[config.mk]
export PLATFORM = sky130hd
export DESIGN_NAME = adc_sequencer_regs
export DESIGN_NICKNAME = d
export VERILOG_FILES = /design/src/adc_seq_pkg.sv /design/src/adc_sequencer_regs.sv
export VERILOG_INCLUDE_DIRS = /design/src
export SDC_FILE = /design/constraint.sdc
export NUM_CORES = 1
export LEC_CHECK = 0
export BUFFER_PORTS_ARGS = -buffer_cell sky130_fd_sc_hd__buf_2
export CELL_PAD_IN_SITES_DETAIL_PLACEMENT = 0
export CELL_PAD_IN_SITES_GLOBAL_PLACEMENT = 1
export CORE_MARGIN = 2
export CORE_UTILIZATION = 35
export CTS_BUF_LIST = sky130_fd_sc_hd__clkbuf_16
export DETAILED_ROUTE_END_ITERATION = 8
export GPL_TIMING_DRIVEN = 0
export PLACE_DENSITY = 0.86
export REMOVE_ABC_BUFFERS = 1
export SLEW_MARGIN = 15
export SYNTH_ARGS = -nofsm -noshare
export SYNTH_HDL_FRONTEND = slang
export SYNTH_SLANG_ARGS = --single-unit
[constraint.sdc]
create_clock -name pclk -period 3.2 [get_ports pclk]
set_input_delay 0.64 -clock pclk [delete_from_list [all_inputs] [get_ports pclk]]
set_output_delay 0.64 -clock pclk [all_outputs]
set_load 0.1 [all_outputs]
[src/adc_seq_defs.svh]
`ifndef ADC_SEQ_DEFS_SVH
`define ADC_SEQ_DEFS_SVH

// byte offsets on the register bus
`define OFS_MAIN_CONTROL   8'h00
`define OFS_SOURCE_CLOCK   8'h04
`define OFS_REFERENCE_CTRL 8'h08
`define OFS_BANDGAP_CTRL   8'h0c
`define OFS_RESULT_LOW     8'h10
`define OFS_RESULT_HIGH    8'h14
`define OFS_IRQ_STATUS     8'h18
`define OFS_IRQ_MASK       8'h1c

// adc_main_control fields
`define BIT_START          7
`define BIT_BUSY           6
`define BIT_ENABLE         5
`define BIT_ALIGN          4
`define CH_HI              3

// adc_source_clock_select fields
`define SRC_HI             7
`define SRC_LO             4
`define DIV_HI             2

// writable masks (reserved bits read zero)
`define MASK_SOURCE_CLOCK  8'hf7
`define MASK_REFERENCE     8'h9f
`define MASK_MAIN_WRITE    8'hbf

// reference control fields
`define BIT_AMP_EN         7
`define BIT_AMP_IN         4
`define REF_HI             3
`define REF_LO             2
`define GAIN_HI            1

// channel map
`define FIRST_CHANNEL      4'h3
`define LAST_CHANNEL       4'h7
`define NUM_CHANNELS       5

// reset values
`define RST_BYTE           8'h00
`define RST_RESULT         12'h000
`define RST_WORD           32'h0000_0000

`endif

[src/adc_seq_pkg.sv]
package adc_seq_pkg;

	typedef enum logic {
		conv_idle,
		conv_run
	} conv_state_type;

	typedef struct packed {
		logic [7:0]     main_ctl;
		logic [7:0]     src_clk;
		logic [7:0]     ref_ctl;
		logic           bandgap_en;
		conv_state_type conv;
		logic [11:0]    result;
		logic           irq_status;
		logic           irq_mask;
		logic           irq;
		logic [6:0]     div_cnt;
		logic           div_tick;
		logic           conv_start;
		logic [4:0]     ext_onehot;
		logic [4:0]     pin_override;
		logic [31:0]    prdata;
		logic           pready;
		logic           pslverr;
	} state_type;

	typedef struct packed {
		logic        enable;
		logic        start;
		logic        tick;
		logic [3:0]  source;
		logic [4:0]  channel_onehot;
		logic        amp_enable;
		logic        amp_input;
		logic [1:0]  ref_source;
		logic [1:0]  amp_gain;
		logic        bandgap_enable;
	} core_ctl_type;

endpackage

[src/adc_sequencer_regs.sv]
// Local design decisions: the register offsets and register access over APB.
`timescale 1ns/1ps
`include "adc_seq_defs.svh"

module adc_sequencer_regs (
	// clock, reset, enable
	input  wire logic                      pclk,
	input  wire logic                      presetn,
	input  wire logic                      ce,
	// apb slave
	input  wire logic                      psel,
	input  wire logic                      penable,
	input  wire logic                      pwrite,
	input  wire logic [7:0]                paddr,
	input  wire logic [31:0]               pwdata,
	output logic      [31:0]               prdata,
	output logic                           pready,
	output logic                           pslverr,
	// interrupt
	output logic                           irq,
	// converter core
	input  wire logic                      core_done,
	input  wire logic [11:0]               core_data,
	output adc_seq_pkg::core_ctl_type      core_ctl,
	// pin function
	input  wire logic [`NUM_CHANNELS-1:0]  pin_func_analog,
	output logic      [`NUM_CHANNELS-1:0]  pin_override
);

	adc_seq_pkg::state_type s_q;
	adc_seq_pkg::state_type s_d;

	logic       setup_ph;
	logic       write_acc;
	logic       launch;
	logic       src_external;
	logic [6:0] div_limit;
	logic [7:0] res_low;
	logic [7:0] res_high;
	logic [7:0] wbyte;
	logic [3:0] ch_code;

	// ************************************************************
	// bus phases and result formatting
	// ************************************************************

	assign setup_ph  = psel & ~penable;
	assign write_acc = psel & penable & pwrite & s_q.pready;
	assign wbyte     = pwdata[7:0];
	assign ch_code   = s_q.main_ctl[`CH_HI:0];

	// the launch is seen on the write that clears a stored start bit
	assign launch = write_acc && (paddr == `OFS_MAIN_CONTROL) && s_q.main_ctl[`BIT_START] &&
		!wbyte[`BIT_START] && wbyte[`BIT_ENABLE] && (s_q.conv == adc_seq_pkg::conv_idle);

	// source codes 0000, 0100 and 11xx go to the pins
	assign src_external = (s_q.src_clk[`SRC_HI:`SRC_LO] == 4'h0) ||
		(s_q.src_clk[`SRC_HI:`SRC_LO] == 4'h4) || (s_q.src_clk[`SRC_HI:`SRC_HI-1] == 2'h3);

	assign div_limit = 7'(({1'b0, 7'h01} << s_q.src_clk[`DIV_HI:0]) - 8'h01);

	always_comb begin
		if (s_q.main_ctl[`BIT_ALIGN]) begin
			res_high = {4'h0, s_q.result[11:8]};
			res_low  = s_q.result[7:0];
		end else begin
			res_high = s_q.result[11:4];
			res_low  = {s_q.result[3:0], 4'h0};
		end
	end

	// ************************************************************
	// next state
	// ************************************************************

	always_comb begin
		s_d = s_q;
		s_d.conv_start = 1'b0;
		s_d.pready     = 1'b0;
		s_d.pslverr    = 1'b0;

		// register writes take effect at the access edge only
		if (write_acc) begin
			case (paddr)
				`OFS_MAIN_CONTROL: begin
					// busy is read only: the written busy bit is masked off and never stored
					s_d.main_ctl = wbyte & `MASK_MAIN_WRITE;
				end
				`OFS_SOURCE_CLOCK: begin
					s_d.src_clk = wbyte & `MASK_SOURCE_CLOCK;
				end
				`OFS_REFERENCE_CTRL: begin
					s_d.ref_ctl = wbyte & `MASK_REFERENCE;
				end
				`OFS_BANDGAP_CTRL: begin
					s_d.bandgap_en = wbyte[0];
				end
				`OFS_IRQ_STATUS: begin
					if (wbyte[0]) begin
						s_d.irq_status = 1'b0;
					end
				end
				`OFS_IRQ_MASK: begin
					s_d.irq_mask = wbyte[0];
				end
				default: begin
				end
			endcase
		end

		// conversion sequencing
		case (s_q.conv)
			adc_seq_pkg::conv_idle: begin
				if (launch) begin
					s_d.conv       = adc_seq_pkg::conv_run;
					s_d.conv_start = 1'b1;
				end
			end
			adc_seq_pkg::conv_run: begin
				if (!s_q.main_ctl[`BIT_ENABLE]) begin
					// power-down aborts; results are left as they were
					s_d.conv = adc_seq_pkg::conv_idle;
				end else if (core_done) begin
					s_d.result     = core_data;
					s_d.conv       = adc_seq_pkg::conv_idle;
					s_d.irq_status = 1'b1; // set wins over a same-cycle clear
				end
			end
			default: begin
				s_d.conv = adc_seq_pkg::conv_idle;
			end
		endcase

		// conversion clock divider, halted while powered down
		s_d.div_tick = 1'b0;
		if (!s_q.main_ctl[`BIT_ENABLE]) begin
			s_d.div_cnt = 7'h00;
		end else if (s_q.div_cnt >= div_limit) begin
			s_d.div_cnt  = 7'h00;
			s_d.div_tick = 1'b1;
		end else begin
			s_d.div_cnt = 7'(s_q.div_cnt + 7'h01);
		end

		// external channel switch
		for (int i = 0; i < `NUM_CHANNELS; i++) begin
			s_d.ext_onehot[i] = s_q.main_ctl[`BIT_ENABLE] && src_external &&
				(ch_code == 4'(`FIRST_CHANNEL + i));
		end

		s_d.pin_override = pin_func_analog;
		s_d.irq          = (s_d.irq_status & s_d.irq_mask);

		// read data captured in the setup cycle, answered next cycle
		if (setup_ph) begin
			s_d.pready  = 1'b1;
			s_d.pslverr = 1'b0;
			s_d.prdata  = `RST_WORD;
			case (paddr)
				`OFS_MAIN_CONTROL: begin
					s_d.prdata[7:0] = s_q.main_ctl;
					s_d.prdata[`BIT_BUSY] = (s_q.conv == adc_seq_pkg::conv_run);
				end
				`OFS_SOURCE_CLOCK: begin
					s_d.prdata[7:0] = s_q.src_clk;
				end
				`OFS_REFERENCE_CTRL: begin
					s_d.prdata[7:0] = s_q.ref_ctl;
				end
				`OFS_BANDGAP_CTRL: begin
					s_d.prdata[0] = s_q.bandgap_en;
				end
				`OFS_RESULT_LOW: begin
					s_d.prdata[7:0] = res_low;
				end
				`OFS_RESULT_HIGH: begin
					s_d.prdata[7:0] = res_high;
				end
				`OFS_IRQ_STATUS: begin
					s_d.prdata[0] = s_q.irq_status;
				end
				`OFS_IRQ_MASK: begin
					s_d.prdata[0] = s_q.irq_mask;
				end
				default: begin
					s_d.pslverr = 1'b1;
				end
			endcase
		end
	end

	// ************************************************************
	// state register
	// ************************************************************

	always_ff @(posedge pclk or negedge presetn) begin
		if (!presetn) begin
			s_q.main_ctl     <= `RST_BYTE;
			s_q.src_clk      <= `RST_BYTE;
			s_q.ref_ctl      <= `RST_BYTE;
			s_q.bandgap_en   <= 1'b0;
			s_q.conv         <= adc_seq_pkg::conv_idle;
			s_q.result       <= `RST_RESULT;
			s_q.irq_status   <= 1'b0;
			s_q.irq_mask     <= 1'b0;
			s_q.irq          <= 1'b0;
			s_q.div_cnt      <= 7'h00;
			s_q.div_tick     <= 1'b0;
			s_q.conv_start   <= 1'b0;
			s_q.ext_onehot   <= 5'h00;
			s_q.pin_override <= 5'h00;
			s_q.prdata       <= `RST_WORD;
			s_q.pready       <= 1'b0;
			s_q.pslverr      <= 1'b0;
		end else if (ce) begin
			s_q <= s_d;
		end
	end

	// ************************************************************
	// outputs
	// ************************************************************

	assign prdata                 = s_q.prdata;
	assign pready                 = s_q.pready;
	assign pslverr                = s_q.pslverr;
	assign irq                    = s_q.irq;
	assign pin_override           = s_q.pin_override;
	assign core_ctl.enable        = s_q.main_ctl[`BIT_ENABLE];
	assign core_ctl.start         = s_q.conv_start;
	assign core_ctl.tick          = s_q.div_tick;
	assign core_ctl.source        = s_q.src_clk[`SRC_HI:`SRC_LO];
	assign core_ctl.channel_onehot = s_q.ext_onehot;
	assign core_ctl.amp_enable    = s_q.ref_ctl[`BIT_AMP_EN];
	assign core_ctl.amp_input     = s_q.ref_ctl[`BIT_AMP_IN];
	assign core_ctl.ref_source    = s_q.ref_ctl[`REF_HI:`REF_LO];
	assign core_ctl.amp_gain      = s_q.ref_ctl[`GAIN_HI:0];
	assign core_ctl.bandgap_enable = s_q.bandgap_en;

	// ************************************************************
	// checks
	// ************************************************************

	busy_on_launch_a: assert property (@(posedge pclk) disable iff (!presetn)
		(ce && launch) |=> (s_q.conv == adc_seq_pkg::conv_run) && s_q.conv_start)
		else $error("busy flag not raised at launch");

	start_falling_a: assert property (@(posedge pclk) disable iff (!presetn)
		$rose(s_q.conv_start) |-> $past(s_q.main_ctl[`BIT_START], 2) && !s_q.main_ctl[`BIT_START])
		else $error("launch without a high-then-low start bit");

	done_capture_a: assert property (@(posedge pclk) disable iff (!presetn)
		(ce && s_q.conv == adc_seq_pkg::conv_run && s_q.main_ctl[`BIT_ENABLE] && core_done)
		|=> (s_q.conv == adc_seq_pkg::conv_idle) && (s_q.result == $past(core_data)))
		else $error("result and busy not updated together");

	disabled_hold_a: assert property (@(posedge pclk) disable iff (!presetn)
		!s_q.main_ctl[`BIT_ENABLE] |=> $stable(s_q.result))
		else $error("result changed while disabled");

	power_down_a: assert property (@(posedge pclk) disable iff (!presetn)
		(ce && !s_q.main_ctl[`BIT_ENABLE] && !launch) |=> (s_q.conv == adc_seq_pkg::conv_idle))
		else $error("conversion runs while disabled");

	align_zero_a: assert property (@(posedge pclk) disable iff (!presetn)
		(ce && setup_ph && paddr == `OFS_RESULT_LOW && !s_q.main_ctl[`BIT_ALIGN])
		|=> s_q.prdata == {20'h00000, $past(s_q.result[3:0]), 8'h00} >> 4)
		else $error("left-aligned low byte wrong");

	align_one_a: assert property (@(posedge pclk) disable iff (!presetn)
		(ce && setup_ph && paddr == `OFS_RESULT_HIGH && s_q.main_ctl[`BIT_ALIGN])
		|=> s_q.prdata == {28'h0000000, $past(s_q.result[11:8])})
		else $error("right-aligned high byte wrong");

	upper_zero_a: assert property (@(posedge pclk) disable iff (!presetn)
		s_q.pready |-> (s_q.prdata[31:8] == 24'h000000))
		else $error("unused read bits not zero");

	internal_off_a: assert property (@(posedge pclk) disable iff (!presetn)
		(ce && !src_external) |=> (s_q.ext_onehot == 5'h00))
		else $error("external channel connected with internal source");

	channel_map_a: assert property (@(posedge pclk) disable iff (!presetn)
		(ce && src_external && s_q.main_ctl[`BIT_ENABLE] && ch_code == `LAST_CHANNEL) |=> (s_q.ext_onehot == 5'h10))
		else $error("channel seven not selected");

	divider_a: assert property (@(posedge pclk) disable iff (!presetn)
		(ce && s_q.div_tick && div_limit != 7'h00)
		|=> !s_q.div_tick)
		else $error("divider tick too frequent");

	pin_follow_a: assert property (@(posedge pclk) disable iff (!presetn)
		ce |=> (pin_override == $past(pin_func_analog)))
		else $error("pin override does not follow selection");

	pready_pulse_a: assert property (@(posedge pclk) disable iff (!presetn)
		(ce && s_q.pready) |=> !s_q.pready)
		else $error("ready held longer than one cycle");

	unmapped_err_a: assert property (@(posedge pclk) disable iff (!presetn)
		(ce && setup_ph && paddr > `OFS_IRQ_MASK) |=> (pslverr && pready))
		else $error("unmapped access without error");

	irq_level_a: assert property (@(posedge pclk) disable iff (!presetn)
		irq == (s_q.irq_status & s_q.irq_mask))
		else $error("interrupt level does not follow status and mask");

	done_irq_a: assert property (@(posedge pclk) disable iff (!presetn)
		(ce && s_q.conv == adc_seq_pkg::conv_run && s_q.main_ctl[`BIT_ENABLE] && core_done) |=> s_q.irq_status)
		else $error("completion did not set the status bit");

	start_pulse_a: assert property (@(posedge pclk) disable iff (!presetn)
		(ce && s_q.conv_start) |=> !s_q.conv_start)
		else $error("start pulse longer than one cycle");

	busy_readonly_a: assert property (@(posedge pclk) disable iff (!presetn)
		!s_q.main_ctl[`BIT_BUSY])
		else $error("busy bit stored from a write");

	reserved_zero_a: assert property (@(posedge pclk) disable iff (!presetn)
		((s_q.src_clk & ~`MASK_SOURCE_CLOCK) == 8'h00) && ((s_q.ref_ctl & ~`MASK_REFERENCE) == 8'h00))
		else $error("reserved control bit set");

	tick_off_a: assert property (@(posedge pclk) disable iff (!presetn)
		(ce && !s_q.main_ctl[`BIT_ENABLE]) |=> !s_q.div_tick)
		else $error("divider ticks while powered down");

endmodule

Word level (Yosys, flattened, before mapping):

Index checks and enable logic that the tools add are counted.
W data, S select, Z words.

* flip-flop bits (word level): 66

* multiplexer cells: 21
* bitwise operators: 7
* reduce and logical (&&, ||, !) cells: 23
* magnitude comparators: 1
* equality and inequality tests: 14
* shift operators: 1
* add/subtract/negate cells: 2

Operator list (count)
* $pmux W7 S5: 1
* $eq A8 B5 Y1 const B: 4
* $eq A4 B3 Y1 const B: 5
* $eq A8 B4 Y1 const B: 2
* $mux W8: 2
* $mux W14: 1
* $mux W7: 2
* $reduce_and A3 Y1: 4
* $logic_and A1 B1 Y1: 11
* $mux W1: 11
* $eq A8 B3 Y1 const B: 1
* $logic_not A8 Y1: 1
* $pmux W1 S8: 1
* $reduce_or A8 Y1: 1
* $add A7 B1 Y7 const B: 1
* $ge A7 B7 Y1: 1
* $shl A1 B3 Y7 const A: 1
* $sub A7 B1 Y7 const B: 1
* $and A1 B1 Y1: 5
* $eq A4 B2 Y1 const B: 1
* $logic_not A4 Y1: 1
* $mux W2: 2
* $reduce_and A4 Y1: 1
* $eq A2 B2 Y1 const B: 1
* other kinds (5): 7

Depth between registers and ports, before layout:

* word-level depth: 10
* depth in mapped cells: 13
* depth with buffers taken out: 12

Least setup slack after synthesis:

No wires, ideal clock.

* path kind: register to register
* start: reg s_q[80] in the netlist's numbering
* end: reg s_q[49] in the netlist's numbering
* data arrival time: 2.815 ns
* slack: 0.320 ns
* library setup time: 0.065 ns
* cell stages (with the launch flop): 13
* cells stage by stage: dfrtp_1 > clkbuf_1 > or3_1 > ha_1 > nor3_1 > a21oi_1 > o21a_1 > ha_1 > a211o_1 > a21oi_1 > o31ai_1 > o311ai_0 > o21a_1

* longest elaborated chain between the ends: 5

RTL lines
* from (decl): RTL line adc_sequencer_regs.sv:30 `adc_seq_pkg::state_type s_q;`
* $shl A1 B3 Y7: RTL line adc_sequencer_regs.sv:60 `` assign div_limit = 7'(({1'b0, 7'h01} << s_q.src_clk[`DIV_HI:0]) - 8'h01); ``
* $sub A7 B1 Y7: RTL line adc_sequencer_regs.sv:60
* $ge A7 B7 Y1: RTL line adc_sequencer_regs.sv:138 `end else if (s_q.div_cnt >= div_limit) begin`
* $mux W7: RTL line adc_sequencer_regs.sv:138
* $mux W7: RTL line adc_sequencer_regs.sv:136 `` if (!s_q.main_ctl[`BIT_ENABLE]) begin ``

No other way between the ends.
A chain may end at the register's enable or synchronous reset.

Final worst setup path:

* start: reg s_q[80] in the netlist's numbering
* end: reg s_q[52] in the netlist's numbering

Same word-level chain as after synthesis.

==> results.cfg <==
[layout]
diodes = 0
final_common_cell = buf_2
drive_gt1_share_pct = 30.6
stdcell_count = 568
fin_nets = 497
syn2layout_area_growth_pct = 12.0
layout_common_cells = 73 x buf_2, 66 x dfrtp_1, 33 x mux2_2

[grt]
grt_util_all_layers_pct = 15.1
grt_use_met2_pct = 24.3
grt_pass1_wl_um = 13600
grtUsageMet3_pct = 4.12
grt_busiest_layer = met2
antenna_found_initial = 0
grt_max_degree = 40
globalRouteMet1Util_pct = 20.0
gr-total-overflow = 0
grt_pass1_vias = 2702

[clock_tree]
cts_hold_buffers = 0
path_clk_slew_ns = 0.05
cts_tree = done
htreeDepth = 3
numCtsBuffers = 9
clock_sinks = 66
clk_latency_ns = 0.33
cts_root_buffer = clkbuf_16
cts_buffer_depth = 2

[timing]
fin_ws_ns = 0.193
worstMarginPinSlew_ns = 0.830
fin_skew_ns = 0.00501
relSlewSlack_pct = 44.5
fin_crit_ns = 3.01
rsz0062_at_grt = no
slew_viol_final = 0
setup_viol = 0
finalHoldViolCount = 0
fmax_mhz = 333
period_share_pct = 94.0

[pwr]
power.internal_mw = 1.61
power_mw = 2.41
swShare_pct = 33.2
seqPwrFrac_pct = 38.6
leakagePower_nw = 2.12
pwr_density_cell_nw_per_um2 = 560
combPwrFrac_pct = 23.0
ir_worst_vdd_v = 0.000336
power.share.clock_pct = 38.4
p_switching_uw = 801

[run]
drv_cap = 0

[drt]
drt_pass1_iterations = 4
drcViolationCount = 0
ant_nets = 0
wl_um = 8640
wl_per_cell_um = 15.2
via_count = 2872
drt_iter0_drc = 185
via_per_inst = 5.06

[placed_design]
dp_cells = 553
pre_cts_ws_ns = -0.0252
hpwl_um = 6630
gp_congestion = 0.861
port_buffers = 74

[floorplanning]
dieArea_um2 = 11800
die_width_um = 109
start_util_pct = 35.6
rows = 38
die_y_um = 109
core_area_um2 = 10800
io-pin-count = 123

[critical_path]
cp_max_fo = 9
critPathLaunchType = register
crit_type = reg -> reg
arrival_ns = 3.25
cp.required_ns = 3.44
endpoint_kind = register

[logic_synthesis]
ys_seq_elements = 66
synthFlopType = dfrtp_1
netlist_area_um2 = 3850
synthArstFlopShare_pct = 100
synth-edff-count = 0
synthDistinctLibCells = 49
yosys_warnings = 0
syn_avg_cell_area_um2 = 9.99
synth_cells = 385
synth_seq_area_share_pct = 42.9

[hold_path]
hold_class = in -> async

[outcome]
outcome = finished clean
[cells in the mapped netlist (2+ instances only)]
cell,instances,area (um^2)
o211ai_1,2,15.0
a21oi_1,8,40.0
o32ai_1,3,26.3
nand4_1,5,31.3
nor4_1,3,18.8
clkbuf_1,11,41.3
or2_2,2,12.5
nor3b_1,3,22.5
a31oi_1,4,25.0
nand3_1,14,70.1
xnor2_1,3,26.3
inv_1,21,78.8
a211oi_1,4,30.0
a211o_1,2,17.5
nand2b_1,3,18.8
mux2i_1,15,150
nor2_1,15,56.3
nor3_1,15,75.1
o21ai_0,23,115
nor2_4,2,22.5
o21a_1,4,30.0
nor2b_1,3,18.8
a22oi_1,6,45.0
ha_1,9,113
buf_4,56,420
dfrtp_1,66,1650
and3_1,2,12.5
nand2_1,22,82.6
mux2_2,33,372
o31ai_1,3,22.5
o22ai_1,5,31.3
[metal layers]
layer / part of all wire [%] / vias up
met1: 45 / 1396
met2: 48 / 96
met4: 1.4 / 0
met5: 0 / -
met3: 5.1 / 9
li1: - / 1371
[state kept, by name, indices dropped and copies added (netlist names)]
register and cells:
s_q 27, core_ctl 19, prdata 8, pin_override 5, ch_code 4, irq 1, pready 1, pslverr 1
[power groups by stage]
stage | clock network, mW | logic (mW) | registers [mW]
after floorplan | 0 | 0.305 | 1.06
after global placement | 0 | 0.538 | 0.942
after detailed placement | 0 | 0.551 | 0.945
after CTS | 0.947 | 0.560 | 0.931
after global routing | 0.982 | 0.600 | 0.938
final | 0.926 | 0.554 | 0.932
[stage by stage]
step	hold WS [ns]	utilization [%]	cell area (um^2)	setup TNS [ns]
floorplan	0.344	-	3450	0
global placement	0.467	37.0	4000	0
detailed placement	0.470	37.2	4020	-0.0843
CTS	0.230	39.8	4300	0
global route	0.247	39.9	4310	0
finish	0.224	39.9	4310	0
[critical path, cell delays in order (launching register included)]
cell and delay (ns):
dfrtp_1 0.47, or3_1 0.44, ha_2 0.24, nor3_2 0.19, a21oi_1 0.06, o21a_1 0.18, ha_1 0.29, a211o_1 0.26
a21oi_1 0.16, o31ai_2 0.15, or2_2 0.34, o22ai_1 0.15
[logic make-up after synthesis]
logic type,after synthesis,synth area share (%)
and+or+nand+nor,95,12.9
buffers and inverters,91,14.6
AOI/OAI and AO/OA,71,11.9
DFF,66,42.9
muxes,49,14.0
adders and majority gates,9,2.93
xor gates and xnor gates,3,0.683
other,1,0.0975
[path summary, 6_finish.rpt]
| check | startpoint | to | slack, ns | cells past startpoint |
|---|---|---|---|---|
| max | s_q[80] | s_q[52] | 0.19 | 11 |
| min | presetn | prdata[4] | 0.22 | 1 |
| max reg2reg | s_q[80] | s_q[52] | 0.19 | 11 |
| min reg2reg | prdata[7] | prdata[7] | 0.47 | 2 |
| max in group asynchronous | presetn | pin_override[0] | 2.43 | 2 |
| min in group pclk | prdata[7] | prdata[7] | 0.47 | 2 |
[area by class of cell]
class | count | area [um^2]
sequential | 66 | 1650
inverter | 21 | 78.8
multi-input combinational | 251 | 1730
clock inverter | 6 | 51.3
fill | 1084 | 6480
timing repair buffer | 75 | 393
tap | 140 | 175
clock buffer | 9 | 225
[what timing repair did]
item	4_1_cts	5_1_grt
endpoints found under the setup margin	5	6
gates resized for setup	1	2
buffers inserted	0	0
Power figures use the tool's default switching activity.
